<file path="src/ifd_top_note_unused.sv">
// Holds no logic; all decode logic lives in the top file
`default_nettype none
`default_nettype wire

</file>
<file path="src/ifd_pkg.sv">
// Constants, encodings and carrier types for the instruction format decoder
`default_nettype none
package ifd_pkg;
  // ----------------------------------------------------------------------
  // Widths
  // ----------------------------------------------------------------------
  localparam int unsigned WORD_W  = 16;
  localparam int unsigned FILE_W  = 8;
  localparam int unsigned PERI_W  = 5;
  localparam int unsigned BITN_W  = 3;
  localparam int unsigned LIT8_W  = 8;
  localparam int unsigned LIT13_W = 13;
  localparam int unsigned OP5_W   = 5;
  localparam int unsigned OP3_W   = 3;
  localparam int unsigned PC_W    = 16;
  localparam int unsigned PM_W    = 3;
  localparam int unsigned PHASE_W = 2;

  // ----------------------------------------------------------------------
  // Class prefixes in the top bits of the word
  // ----------------------------------------------------------------------
  localparam logic [1:0] PFX_BYTE  = 2'h0;
  localparam logic [1:0] PFX_BIT   = 2'h2;
  localparam logic [2:0] PFX_LIT   = 3'h2;
  localparam logic [2:0] PFX_PMOV  = 3'h3;
  localparam logic [2:0] PFX_GOTO  = 3'h6;
  localparam logic [2:0] PFX_CALL  = 3'h7;

  // ----------------------------------------------------------------------
  // Opcode tables (one bit per opcode value) and the top opcode bits of a table code
  // ----------------------------------------------------------------------
  localparam logic [31:0] BYTE_VALID = 32'h00ff_fffc;
  localparam logic [31:0] BYTE_SDEST = 32'h0000_000c;
  localparam logic [31:0] BYTE_SKIP  = 32'h00f0_0000;
  localparam logic [1:0]  TBL_TOP    = 2'h3;
  localparam logic [31:0] LIT_VALID  = 32'h000f_ffff;
  localparam logic [31:0] LIT_PCCHG  = 32'h0000_000f;
  localparam logic [7:0]  BIT_VALID  = 8'h1f;
  localparam logic [7:0]  BIT_SKIP   = 8'h0c;
  localparam logic [7:0]  BIT_WRITE  = 8'h13;

  // Table operation kinds (op bits [2:1] of a table code)
  localparam logic [1:0] TBL_PM_RD  = 2'h0;
  localparam logic [1:0] TBL_PM_WR  = 2'h1;

  // ----------------------------------------------------------------------
  // Timing and protection
  // ----------------------------------------------------------------------
  localparam int unsigned   OSC_PER_CYCLE = 4;
  localparam logic [1:0]    PHASE_LAST    = 2'(OSC_PER_CYCLE - 1);
  localparam logic [1:0]    PHASE_FIRST   = 2'h0;
  localparam logic [2:0]    PM_PROTECTED  = 3'h0;

  // ----------------------------------------------------------------------
  // Types
  // ----------------------------------------------------------------------
  typedef enum logic [3:0] {
    IFD_CLS_NONE = 4'h1,
    IFD_CLS_BYTE = 4'h2,
    IFD_CLS_BIT  = 4'h4,
    IFD_CLS_LIT  = 4'h8
  } ifd_class_e;

  typedef enum logic [1:0] {
    IFD_ST_EXEC = 2'h1,
    IFD_ST_NOP  = 2'h2
  } ifd_state_e;

  typedef struct packed {
    logic                 valid;
    logic                 illegal;
    ifd_class_e           cls;
    logic [OP5_W-1:0]     opcode;
    logic [FILE_W-1:0]    file_addr;
    logic [PERI_W-1:0]    periph_addr;
    logic [BITN_W-1:0]    bit_num;
    logic [LIT8_W-1:0]    lit8;
    logic [LIT13_W-1:0]   lit13;
    logic                 lit_is_13;
    logic                 wr_working;
    logic                 wr_file;
    logic                 skip_test;
    logic                 pc_change;
    logic                 tbl_op;
    logic                 tbl_pm_rd;
    logic                 tbl_pm_wr;
    logic                 tbl_inc;
    logic                 tbl_hi;
    logic                 tbl_blocked;
  } ifd_dec_s;

  localparam ifd_dec_s DEC_RESET = '{cls: IFD_CLS_NONE, default: '0};
endpackage : ifd_pkg
`default_nettype wire

</file>
<file path="src/ifd_top.sv">
// Instruction format decoder with cycle timing and code-protection gate
//
// Behaviour
// - Accept one 16-bit word per instruction
// - Recognise exactly 58 instructions, flag others
// - Classify byte, bit or literal/control
// - Byte ops: file field selects register
// - Destination bit: 0 working, 1 file
// - Bit ops: bit number plus file field
// - Literal ops carry 8 or 13 bits
// - Default one instruction cycle
// - True test or PC change: two cycles
// - Table read/write: two cycles, second no-op
// - Instruction cycle is four oscillator periods
// - Protection mode bits 000 means protected
// - Protected: internal code may access program memory
// - Protected: external code blocked from table access
// - Unprotected: program memory readable for verify
// - Alternate destination: 0 both, 1 file only
// - Pointer bit: 0 hold, 1 increment
// - Byte select: 0 low latch, 1 high
// - Peripheral field 00h-1Fh, file 00h-FFh
`timescale 1ns/1ps
`default_nettype none
module ifd_top (
  // Clock and reset
  input  wire logic                        clk,
  input  wire logic                        srst,
  // Fetch side
  input  wire logic [ifd_pkg::WORD_W-1:0]  instr_word,
  input  wire logic [ifd_pkg::PC_W-1:0]    instr_pc,
  // Datapath feedback
  input  wire logic                        cond_true,
  // Configuration
  input  wire logic [ifd_pkg::PM_W-1:0]    protection_mode_bits,
  input  wire logic [ifd_pkg::PC_W-1:0]    int_mem_last,
  // Timing
  output logic [ifd_pkg::PHASE_W-1:0]      osc_phase,
  output logic                             cycle_start,
  output logic                             nop_slot,
  // Decoded controls
  output ifd_pkg::ifd_dec_s                dec,
  // Protection status
  output logic                             code_protected,
  output logic                             verify_read_en
);

  // ----------------------------------------------------------------------
  // Oscillator phase counter
  // ----------------------------------------------------------------------
  logic [ifd_pkg::PHASE_W-1:0] phase;
  logic [ifd_pkg::PHASE_W-1:0] next_phase;
  logic                        cycle_end;
  logic                        next_cycle_start;

  always_comb begin
    cycle_end        = (phase == ifd_pkg::PHASE_LAST);
    next_phase       = cycle_end ? ifd_pkg::PHASE_FIRST : phase + 2'h1;
    next_cycle_start = cycle_end;
  end

  always_ff @(posedge clk) begin
    if (srst) begin
      phase       <= ifd_pkg::PHASE_FIRST;
      osc_phase   <= ifd_pkg::PHASE_FIRST;
      cycle_start <= 1'b0;
    end else begin
      phase       <= next_phase;
      osc_phase   <= next_phase;
      cycle_start <= next_cycle_start;
    end
  end

  // ----------------------------------------------------------------------
  // Protection mode
  // ----------------------------------------------------------------------
  logic prot_now;
  logic pc_internal;
  logic next_code_protected;
  logic next_verify_read_en;

  always_comb begin
    prot_now            = (protection_mode_bits == ifd_pkg::PM_PROTECTED);
    pc_internal         = (instr_pc <= int_mem_last);
    next_code_protected = prot_now;
    next_verify_read_en = !prot_now;
  end

  always_ff @(posedge clk) begin
    if (srst) begin
      code_protected <= 1'b1;
      verify_read_en <= 1'b0;
    end else begin
      code_protected <= next_code_protected;
      verify_read_en <= next_verify_read_en;
    end
  end

  // ----------------------------------------------------------------------
  // Word decode
  // ----------------------------------------------------------------------
  ifd_pkg::ifd_dec_s        word_dec;
  logic [ifd_pkg::OP5_W-1:0] op5;
  logic [ifd_pkg::OP3_W-1:0] op3;
  logic                      is_tbl;

  always_comb begin
    word_dec             = ifd_pkg::DEC_RESET;
    op5                  = instr_word[13:9];
    op3                  = instr_word[13:11];
    is_tbl               = (op5[4:3] == ifd_pkg::TBL_TOP);
    word_dec.valid       = 1'b1;
    word_dec.file_addr   = instr_word[7:0];
    word_dec.lit8        = instr_word[7:0];
    if (instr_word[15:14] == ifd_pkg::PFX_BYTE) begin
      word_dec.cls    = ifd_pkg::IFD_CLS_BYTE;
      word_dec.opcode = op5;
      if (is_tbl) begin
        word_dec.tbl_op    = 1'b1;
        word_dec.tbl_hi    = op5[0];
        word_dec.tbl_inc   = instr_word[8];
        word_dec.tbl_pm_rd = (op5[2:1] == ifd_pkg::TBL_PM_RD);
        word_dec.tbl_pm_wr = (op5[2:1] == ifd_pkg::TBL_PM_WR);
        word_dec.wr_file   = (op5[2:1] == ifd_pkg::TBL_PM_RD) ||
                             (op5[2:1] != ifd_pkg::TBL_PM_WR && !op5[1] == 1'b0 && op5[2]);
      end else if (ifd_pkg::BYTE_VALID[op5]) begin
        if (ifd_pkg::BYTE_SDEST[op5]) begin
          word_dec.wr_file    = 1'b1;
          word_dec.wr_working = !instr_word[8];
        end else begin
          word_dec.wr_file    = instr_word[8];
          word_dec.wr_working = !instr_word[8];
        end
        word_dec.skip_test = ifd_pkg::BYTE_SKIP[op5];
      end else begin
        word_dec.illegal = 1'b1;
      end
    end else if (instr_word[15:14] == ifd_pkg::PFX_BIT) begin
      word_dec.cls     = ifd_pkg::IFD_CLS_BIT;
      word_dec.opcode  = {2'h0, op3};
      word_dec.bit_num = instr_word[10:8];
      if (ifd_pkg::BIT_VALID[op3]) begin
        word_dec.skip_test = ifd_pkg::BIT_SKIP[op3];
        word_dec.wr_file   = ifd_pkg::BIT_WRITE[op3];
      end else begin
        word_dec.illegal = 1'b1;
      end
    end else if (instr_word[15:13] == ifd_pkg::PFX_GOTO ||
                 instr_word[15:13] == ifd_pkg::PFX_CALL) begin
      word_dec.cls       = ifd_pkg::IFD_CLS_LIT;
      word_dec.opcode    = {4'h0, instr_word[13]};
      word_dec.lit13     = instr_word[12:0];
      word_dec.lit_is_13 = 1'b1;
      word_dec.pc_change = 1'b1;
    end else if (instr_word[15:13] == ifd_pkg::PFX_LIT) begin
      word_dec.cls    = ifd_pkg::IFD_CLS_LIT;
      word_dec.opcode = instr_word[12:8];
      if (ifd_pkg::LIT_VALID[instr_word[12:8]]) begin
        word_dec.pc_change  = ifd_pkg::LIT_PCCHG[instr_word[12:8]];
        word_dec.wr_working = !ifd_pkg::LIT_PCCHG[instr_word[12:8]];
      end else begin
        word_dec.illegal = 1'b1;
      end
    end else begin
      // Peripheral move: 5-bit peripheral field plus 8-bit file field
      word_dec.cls         = ifd_pkg::IFD_CLS_BYTE;
      word_dec.periph_addr = instr_word[12:8];
      word_dec.wr_file     = 1'b1;
    end
    if (word_dec.illegal) begin
      word_dec.valid      = 1'b0;
      word_dec.cls        = ifd_pkg::IFD_CLS_NONE;
      word_dec.wr_file    = 1'b0;
      word_dec.wr_working = 1'b0;
    end
    if (prot_now && !pc_internal && (word_dec.tbl_pm_rd || word_dec.tbl_pm_wr)) begin
      word_dec.tbl_blocked = 1'b1;
      word_dec.tbl_pm_rd   = 1'b0;
      word_dec.tbl_pm_wr   = 1'b0;
      word_dec.wr_file     = 1'b0;
    end
  end

  // ----------------------------------------------------------------------
  // Execution sequencer
  // ----------------------------------------------------------------------
  ifd_pkg::ifd_state_e state;
  ifd_pkg::ifd_state_e next_state;
  ifd_pkg::ifd_dec_s   next_dec;
  logic                next_nop_slot;
  logic                need_second;

  always_comb begin
    need_second   = dec.valid && (dec.pc_change ||
                    (dec.skip_test && cond_true) ||
                    dec.tbl_pm_rd || dec.tbl_pm_wr || dec.tbl_blocked);
    next_state    = state;
    next_dec      = dec;
    next_nop_slot = nop_slot;
    if (cycle_end) begin
      unique case (state)
        ifd_pkg::IFD_ST_EXEC: begin
          if (need_second) begin
            next_state    = ifd_pkg::IFD_ST_NOP;
            next_dec      = ifd_pkg::DEC_RESET;
            next_nop_slot = 1'b1;
          end else begin
            next_dec      = word_dec;
            next_nop_slot = 1'b0;
          end
        end
        ifd_pkg::IFD_ST_NOP: begin
          next_state    = ifd_pkg::IFD_ST_EXEC;
          next_dec      = word_dec;
          next_nop_slot = 1'b0;
        end
      endcase
    end
  end

  always_ff @(posedge clk) begin
    if (srst) begin
      state    <= ifd_pkg::IFD_ST_EXEC;
      dec      <= ifd_pkg::DEC_RESET;
      nop_slot <= 1'b0;
    end else begin
      state    <= next_state;
      dec      <= next_dec;
      nop_slot <= next_nop_slot;
    end
  end

endmodule : ifd_top
`default_nettype wire

</file>
<file path="config.mk">
export PLATFORM = sky130hd
export DESIGN_NAME = ifd_top
export DESIGN_NICKNAME = d
export VERILOG_FILES = /design/src/ifd_top_note_unused.sv /design/src/ifd_pkg.sv /design/src/ifd_top.sv
export SDC_FILE = /design/constraint.sdc
export NUM_CORES = 1
export LEC_CHECK = 0
export ABC_AREA = 1
export BUFFER_PORTS_ARGS = -buffer_cell sky130_fd_sc_hd__buf_2
export CAP_MARGIN = 15
export CORE_MARGIN = 4
export CORE_UTILIZATION = 43
export CTS_CLUSTER_DIAMETER = 40
export DETAILED_ROUTE_END_ITERATION = 7
export HOLD_SLACK_MARGIN = 0.15
export PLACE_DENSITY = 0.76
export SYNTH_ARGS = -nofsm -noshare
export SYNTH_HDL_FRONTEND = slang
export SYNTH_SLANG_ARGS = --single-unit
</file>
<file path="constraint.sdc">
create_clock -name clk -period 1.2 [get_ports clk]
set_input_delay 0.12 -clock clk [delete_from_list [all_inputs] [get_ports clk]]
set_output_delay 0.12 -clock clk [all_outputs]
set_load 0.02 [all_outputs]
</file>
## After elaboration in Yosys (flattened, before gate mapping)

Memories as Yosys holds them, arrays and structs flattened.
Cells that the tools add are included.

| word-level totals | value |
|---|---|
| output and inout bits | 65 |
| bits of input ports | 54 |
| latch bits | 0 |
| memory bits (read-only) | 184 |
| register bits | 67 |
| memories | 8 |
| memory bits (writable) | 0 |
| word-level logic and storage cells | 133 |

| cells by class | value |
|---|---|
| $add $sub $neg | 1 |
| div/mod/pow operators | 0 |
| reductions and logical operators | 22 |
| order comparisons | 4 |
| bitwise operators | 0 |
| shift operators | 0 |
| $mul | 0 |
| mux-type cells | 61 |
| equality and inequality tests | 11 |

Memory list:

| name | words | bits a word | read ports | clocked after memory_dff | wr ports | line | RTL |
|---|---|---|---|---|---|---|---|
| (name not given) | 32 | 1 | 1 | 0 | 0 | ifd_top.sv:160 | `word_dec.wr_working = !ifd_pkg::LIT_PCCHG[instr_word[12:8]];` |
| (name not given) | 32 | 1 | 1 | 0 | 0 | ifd_top.sv:158 | `if (ifd_pkg::LIT_VALID[instr_word[12:8]]) begin` |
| (name not given) | 32 | 1 | 1 | 0 | 0 | ifd_top.sv:134 | `word_dec.skip_test = ifd_pkg::BYTE_SKIP[op5];` |
| (name not given) | 32 | 1 | 1 | 0 | 0 | ifd_top.sv:127 | `if (ifd_pkg::BYTE_SDEST[op5]) begin` |
| (name not given) | 32 | 1 | 1 | 0 | 0 | ifd_top.sv:126 | `end else if (ifd_pkg::BYTE_VALID[op5]) begin` |
| (name not given) | 8 | 1 | 1 | 0 | 0 | ifd_top.sv:144 | `word_dec.wr_file = ifd_pkg::BIT_WRITE[op3];` |
| +2 memories | -- | -- | -- | -- | -- | -- |  |

Operators by type and width:

| cell | number |
|---|---|
| $pmux W59 S2 | 1 |
| $mux W59 | 1 |
| $mux W1 | 32 |
| $mux W5 | 6 |
| $mux W14 | 2 |
| $mux W10 | 2 |
| $le A16 B16 Y1 | 1 |
| $mux W15 | 1 |
| $mux W2 | 7 |
| $lt A5 B6 Y1 const B | 2 |
| $mux W3 | 3 |
| $mux W9 | 1 |
| $eq A2 B2 Y1 const B | 4 |
| $mux W4 | 2 |
| $mux W8 | 1 |
| $logic_or A1 B1 Y1 | 7 |
| $eq A3 B3 Y1 const B | 2 |
| $logic_and A1 B1 Y1 | 6 |
| $eq A2 B1 Y1 const B | 2 |
| $logic_not A1 Y1 | 4 |
| $logic_not A2 Y1 | 2 |
| $lt A3 B4 Y1 const B | 1 |
| $pmux W2 S2 | 1 |
| $eq A3 B2 Y1 const B | 1 |
| 7 further kinds | 7 |

## Logic depth before layout (Yosys ltp)

| logic depth | value |
|---|---|
| depth in word-level cells | 14 |
| mapped depth | 14 |
| mapped depth without buffers | 14 |

## Worst setup path before layout

Ideal clock, no wire load.

| timing | value |
|---|---|
| path kind | flip-flop to flip-flop |
| start | register phase[0] (netlist bit) |
| end | register dec[11] (netlist bit) |
| path buffers | 1 |
| slack | -0.215 ns |
| arrival time | 1.341 ns |
| library setup time | 0.074 ns |
| period minus slack after synthesis | 1.415 ns |
| cell stages (with the launch flop) | 9 |
| required time | 1.126 ns |
| cell sequence | dfxtp_1 -> ha_1 -> inv_1 -> nor2_2 -> nand2_1 -> inv_2 -> buf_6 -> nand2_1 -> o21ai_0 |

| between the ends | value |
|---|---|
| cells in the longest elaborated chain, start to end | 1 |

Ends and longest elaborated chain:

| item | line | RTL |
|---|---|---|
| start: declaration | ifd_top.sv:51 | `logic [ifd_pkg::PHASE_W-1:0] phase;` |
| start signal: assignment | ifd_top.sv:64 | `phase <= ifd_pkg::PHASE_FIRST;` |
| start signal: assignment | ifd_top.sv:68 | `phase <= next_phase;` |
| $eq A2 B2 Y1 | ifd_top.sv:57 | `cycle_end = (phase == ifd_pkg::PHASE_LAST);` |
| net cycle_end | ifd_top.sv:53 | `logic cycle_end;` |
| end signal: assignment | ifd_top.sv:224 | `dec <= ifd_pkg::DEC_RESET;` |
| end signal: assignment | ifd_top.sv:228 | `dec <= next_dec;` |
| end: declaration | ifd_top.sv:42 | `output ifd_pkg::ifd_dec_s dec,` |

The timed path passes the listed nets, and every way through them passes these cells.
A chain may end at the register's enable or synchronous reset.

## Worst setup path after layout

| timing | value |
|---|---|
| start | register phase[1] (netlist bit) |
| end | register dec[14] (netlist bit) |

Same word-level chain as after synthesis.

==> results.sh <==
export IMPL_status="finished, violations left"
export IMPL_violations="setup timing"
export IMPL_final_cells=611
export IMPL_dieArea_mm2=0.007694
export IMPL_layout_setup_ws_ns=-0.07243
export IMPL_finalPower_mw=4.847
export IMPL_clk_path_buf_depth=2
export IMPL_nets=608
export IMPL_peakVddDrop_uv=1271
export IMPL_design_area_mm2=0.004369
export IMPL_drt_pass1_iterations=4
export IMPL_synth_edff_count=0
export IMPL_timing_max_cap_violations=0
export IMPL_reg2reg_from="phase[1]$_SDFF_PP0_"
export IMPL_grt_use_total=0.2057
export IMPL_cp_arrival_ns=1.53
export IMPL_yosys_warnings=0
export IMPL_area_growth_pct=59.89
export IMPL_hold_path_end="cycle_start$_SDFF_PP0_"
export IMPL_worstMarginPinSlew_ns=0.3013
export IMPL_drc=0
export IMPL_synth_compound_area_frac=0.1282
export IMPL_synth_top_cell_by_area="dfxtp_1"
export IMPL_worstPathRequired_ns=1.46
export IMPL_synthFlopType="dfxtp_1"
export IMPL_fin_hold_ws_ns=0.1519
export IMPL_crit_path_cell_trace="ha_4 -> inv_4 -> nor2_4 -> nand2_2 -> clkinv_4 -> buf_8 -> nand2_4 -> o21ai_1"
export IMPL_synth_xor_area_frac=0
export IMPL_slew_violations=0
export IMPL_yosysMostFrequentCell="nand2_1"
export IMPL_syn_area_mm2=0.002733
export IMPL_yosysSeqAreaShare=0.4322
export IMPL_clock_sinks=59
export IMPL_leakage_nw=2.353
export IMPL_clk_latency_ns=0.33
export IMPL_dr_first_iter_drc_count=109
export IMPL_gp_routability_congestion=0.9159
export IMPL_vias=2982
export IMPL_crit_path_max_fanout=6
export IMPL_crit_path_end_kind="register"
export IMPL_avgSynthCellArea_um2=7.612
export IMPL_drtAntennaViolNets=0
export IMPL_hold_depth=3
export IMPL_setup_viol_count_final=41
export IMPL_initial_core_util=0.4535
export IMPL_grt_first_pass_wirelength_um=12320
export IMPL_r2r_end="dec[14]$_SDFFE_PP0P_"
export IMPL_synth_fp_nets=435
export IMPL_fin_crit_sh=1.060
export IMPL_port_buffers=118
export IMPL_grt_remaining_overflow=0
export IMPL_coreArea_mm2=0.006026
export IMPL_finalCriticalPeriod_ns=1.272
export IMPL_reg2reg_slack_ns=-0.07
export IMPL_cp_start_kind="register"
export IMPL_cts_tree="yes"
export IMPL_fmax_mhz=785.9
export IMPL_synthDistinctLibCells=30
export IMPL_finalHoldViolations=0
export IMPL_synth_simple_gate_area_frac=0.2454
export IMPL_reg2reg_depth=8
export IMPL_ys_seq_elements=59
export IMPL_synth_top_family_by_area="simple AND/OR/NAND/NOR gates"
export IMPL_grt_pass1_vias=2763
export IMPL_pwr_density_cell_mw_per_mm2=1109
export IMPL_ys_top_cells_by_area="dfxtp_1 (43%), nand2_1 (15%), ha_1 (10%), o21ai_0 (5.9%), inv_1 (5.2%)"
export IMPL_dpl_cell_area_mm2=0.003662
export IMPL_slowest_stage="dfxtp_4"
export IMPL_htree_levels=3
export IMPL_grt_max_degree=21
export IMPL_slew_headroom=0.7991
export IMPL_max_stage_delay_ns=0.35
export IMPL_die_w_um=87.72
export IMPL_fp_dieH_um=87.72
export IMPL_synthArstFlopShare=0
export IMPL_cts_root_buf="clkbuf_8"
export IMPL_post_drt_wl_per_cell_um=13.84
export IMPL_place_inst=571
export IMPL_rsz0062_at_grt="yes"
export IMPL_synth_fa_ha_area_frac=0.1007
export IMPL_dp_hpwl_um=6020
export IMPL_synth_commonest_cells="nand2_1 (109), dfxtp_1 (59), inv_1 (38)"
export IMPL_syn_inst=359
export IMPL_cts_buffers=9
export IMPL_finClkSkew_ns=0.009473
export IMPL_synth_mux_area_frac=0
export IMPL_viasPerCell=4.881
export IMPL_hp_class="input pin to register"
export IMPL_synth_top_cell_area_share=0.4322
export IMPL_setup_tns_ns=-1.623
export IMPL_critical_path_class="register to register"
export IMPL_hold_path_startpoint="srst"
export IMPL_n_antenna_cell=0
export IMPL_rows=28
export IMPL_drive_gt1_frac=0.4683
export IMPL_wirelength_um=8457
export IMPL_clkSlewWorstSetupHoldPaths_ns=0.07
export IMPL_pin_count=119
export IMPL_antenna_found_initial=0
## cells by family (layout without fill, tap and decap cells)
logic type	after synthesis	count (layout)
AO/OA/AOI/OAI	61	61
buffers and inverters	58	235
AND/OR/NAND/NOR	159	159
adder cells (fa/ha/maj)	22	22
flip-flops	59	59
## critical path, delay by kind of cell (launching register included)
kind / cells / cell delay (ns)
AOI/OAI and AO/OA: 1 / 0.14
adders and majority gates: 1 / 0.15
buffers and inverters: 3 / 0.29
DFF: 1 / 0.35
and+or+nand+nor: 3 / 0.27
## layout make-up
type,instances,area (µm²)
multi-input cells,242,1513
inverters,43,168.9
repair buffers,177,1179
flip-flops and latches,59,1195
fillers,470,1657
clock buffers,12,176.4
well taps,75,93.84
clock inverters,3,43.79
## report_power, final
part	internal, mW	switching [mW]
clock	1.19	0.753
sequential	2.01	0.0327
combinational	0.394	0.471
## repair_timing
| action | in CTS | in global routing |
|---|---|---|
| endpoints found under the setup margin | 42 | 54 |
| gates cloned | 1 | 4 |
| endpoints found under the hold margin | 23 | 1 |
| hold buffers | 12 | 1 |
| buffers inserted | 6 | 2 |
| pin swaps | 8 | 11 |
| resized for setup | 27 | 55 |
## how the worst max path moves through the flow
stage / startpoint / endpoint / slack (ns) / cells after the start
global placement: phase[1]$_SDFF_PP0_ / dec[18]$_SDFFE_PP0P_ / -0.11 / 7
floorplan: phase[1]$_SDFF_PP0_ / dec[11]$_SDFFE_PP0P_ / -0.03 / 8
finish: phase[1]$_SDFF_PP0_ / dec[14]$_SDFFE_PP0P_ / -0.07 / 8
detailed placement: phase[1]$_SDFF_PP0_ / dec[13]$_SDFFE_PP0P_ / -0.16 / 8
global route: phase[1]$_SDFF_PP0_ / dec[16]$_SDFFE_PP0P_ / -0.15 / 7
CTS: phase[0]$_SDFF_PP0_ / dec[39]$_SDFFE_PP0P_ / -0.07 / 7
## sequential cells by signal, indices dropped and copies added (netlist names)
signal          cells
verify_read_en      1
dec                51
code_protected      1
state               2
cycle_start         1
nop_slot            1
phase               2
## placed cells by master (no fill, tap or decap), drive strengths merged
cell	count
buf	161
nand2	115
dfxtp	59
inv	42
o21ai	35
nor2	28
ha	22
clkbuf	15
dlygate4sd3	13
nand3	10
a21oi	9
o31ai	5
nand4	3
nor3	3
clkinv	3
o22ai	2
o21a	2
a31oi	2
a221oi	1
o211ai	1
a32oi	1
a21o	1
o21bai	1
a22oi	1
bufinv	1
## per-stage QoR
step                worst slack [ns]  utilization
global route                 -0.1466       0.7251
detailed placement           -0.1583       0.6078
CTS                         -0.06710       0.6848
global placement             -0.1123       0.6078
finish                      -0.07243       0.7251
floorplan                   -0.02697            -
## metal layers
layer / GRT usage / wire (µm)
met5: 0 / 0
met4: 0.06555 / 155
met3: 0.04892 / 652
met2: 0.3726 / 4310
met1: 0.2378 / 3339
(Power assumes the default switching activity.)
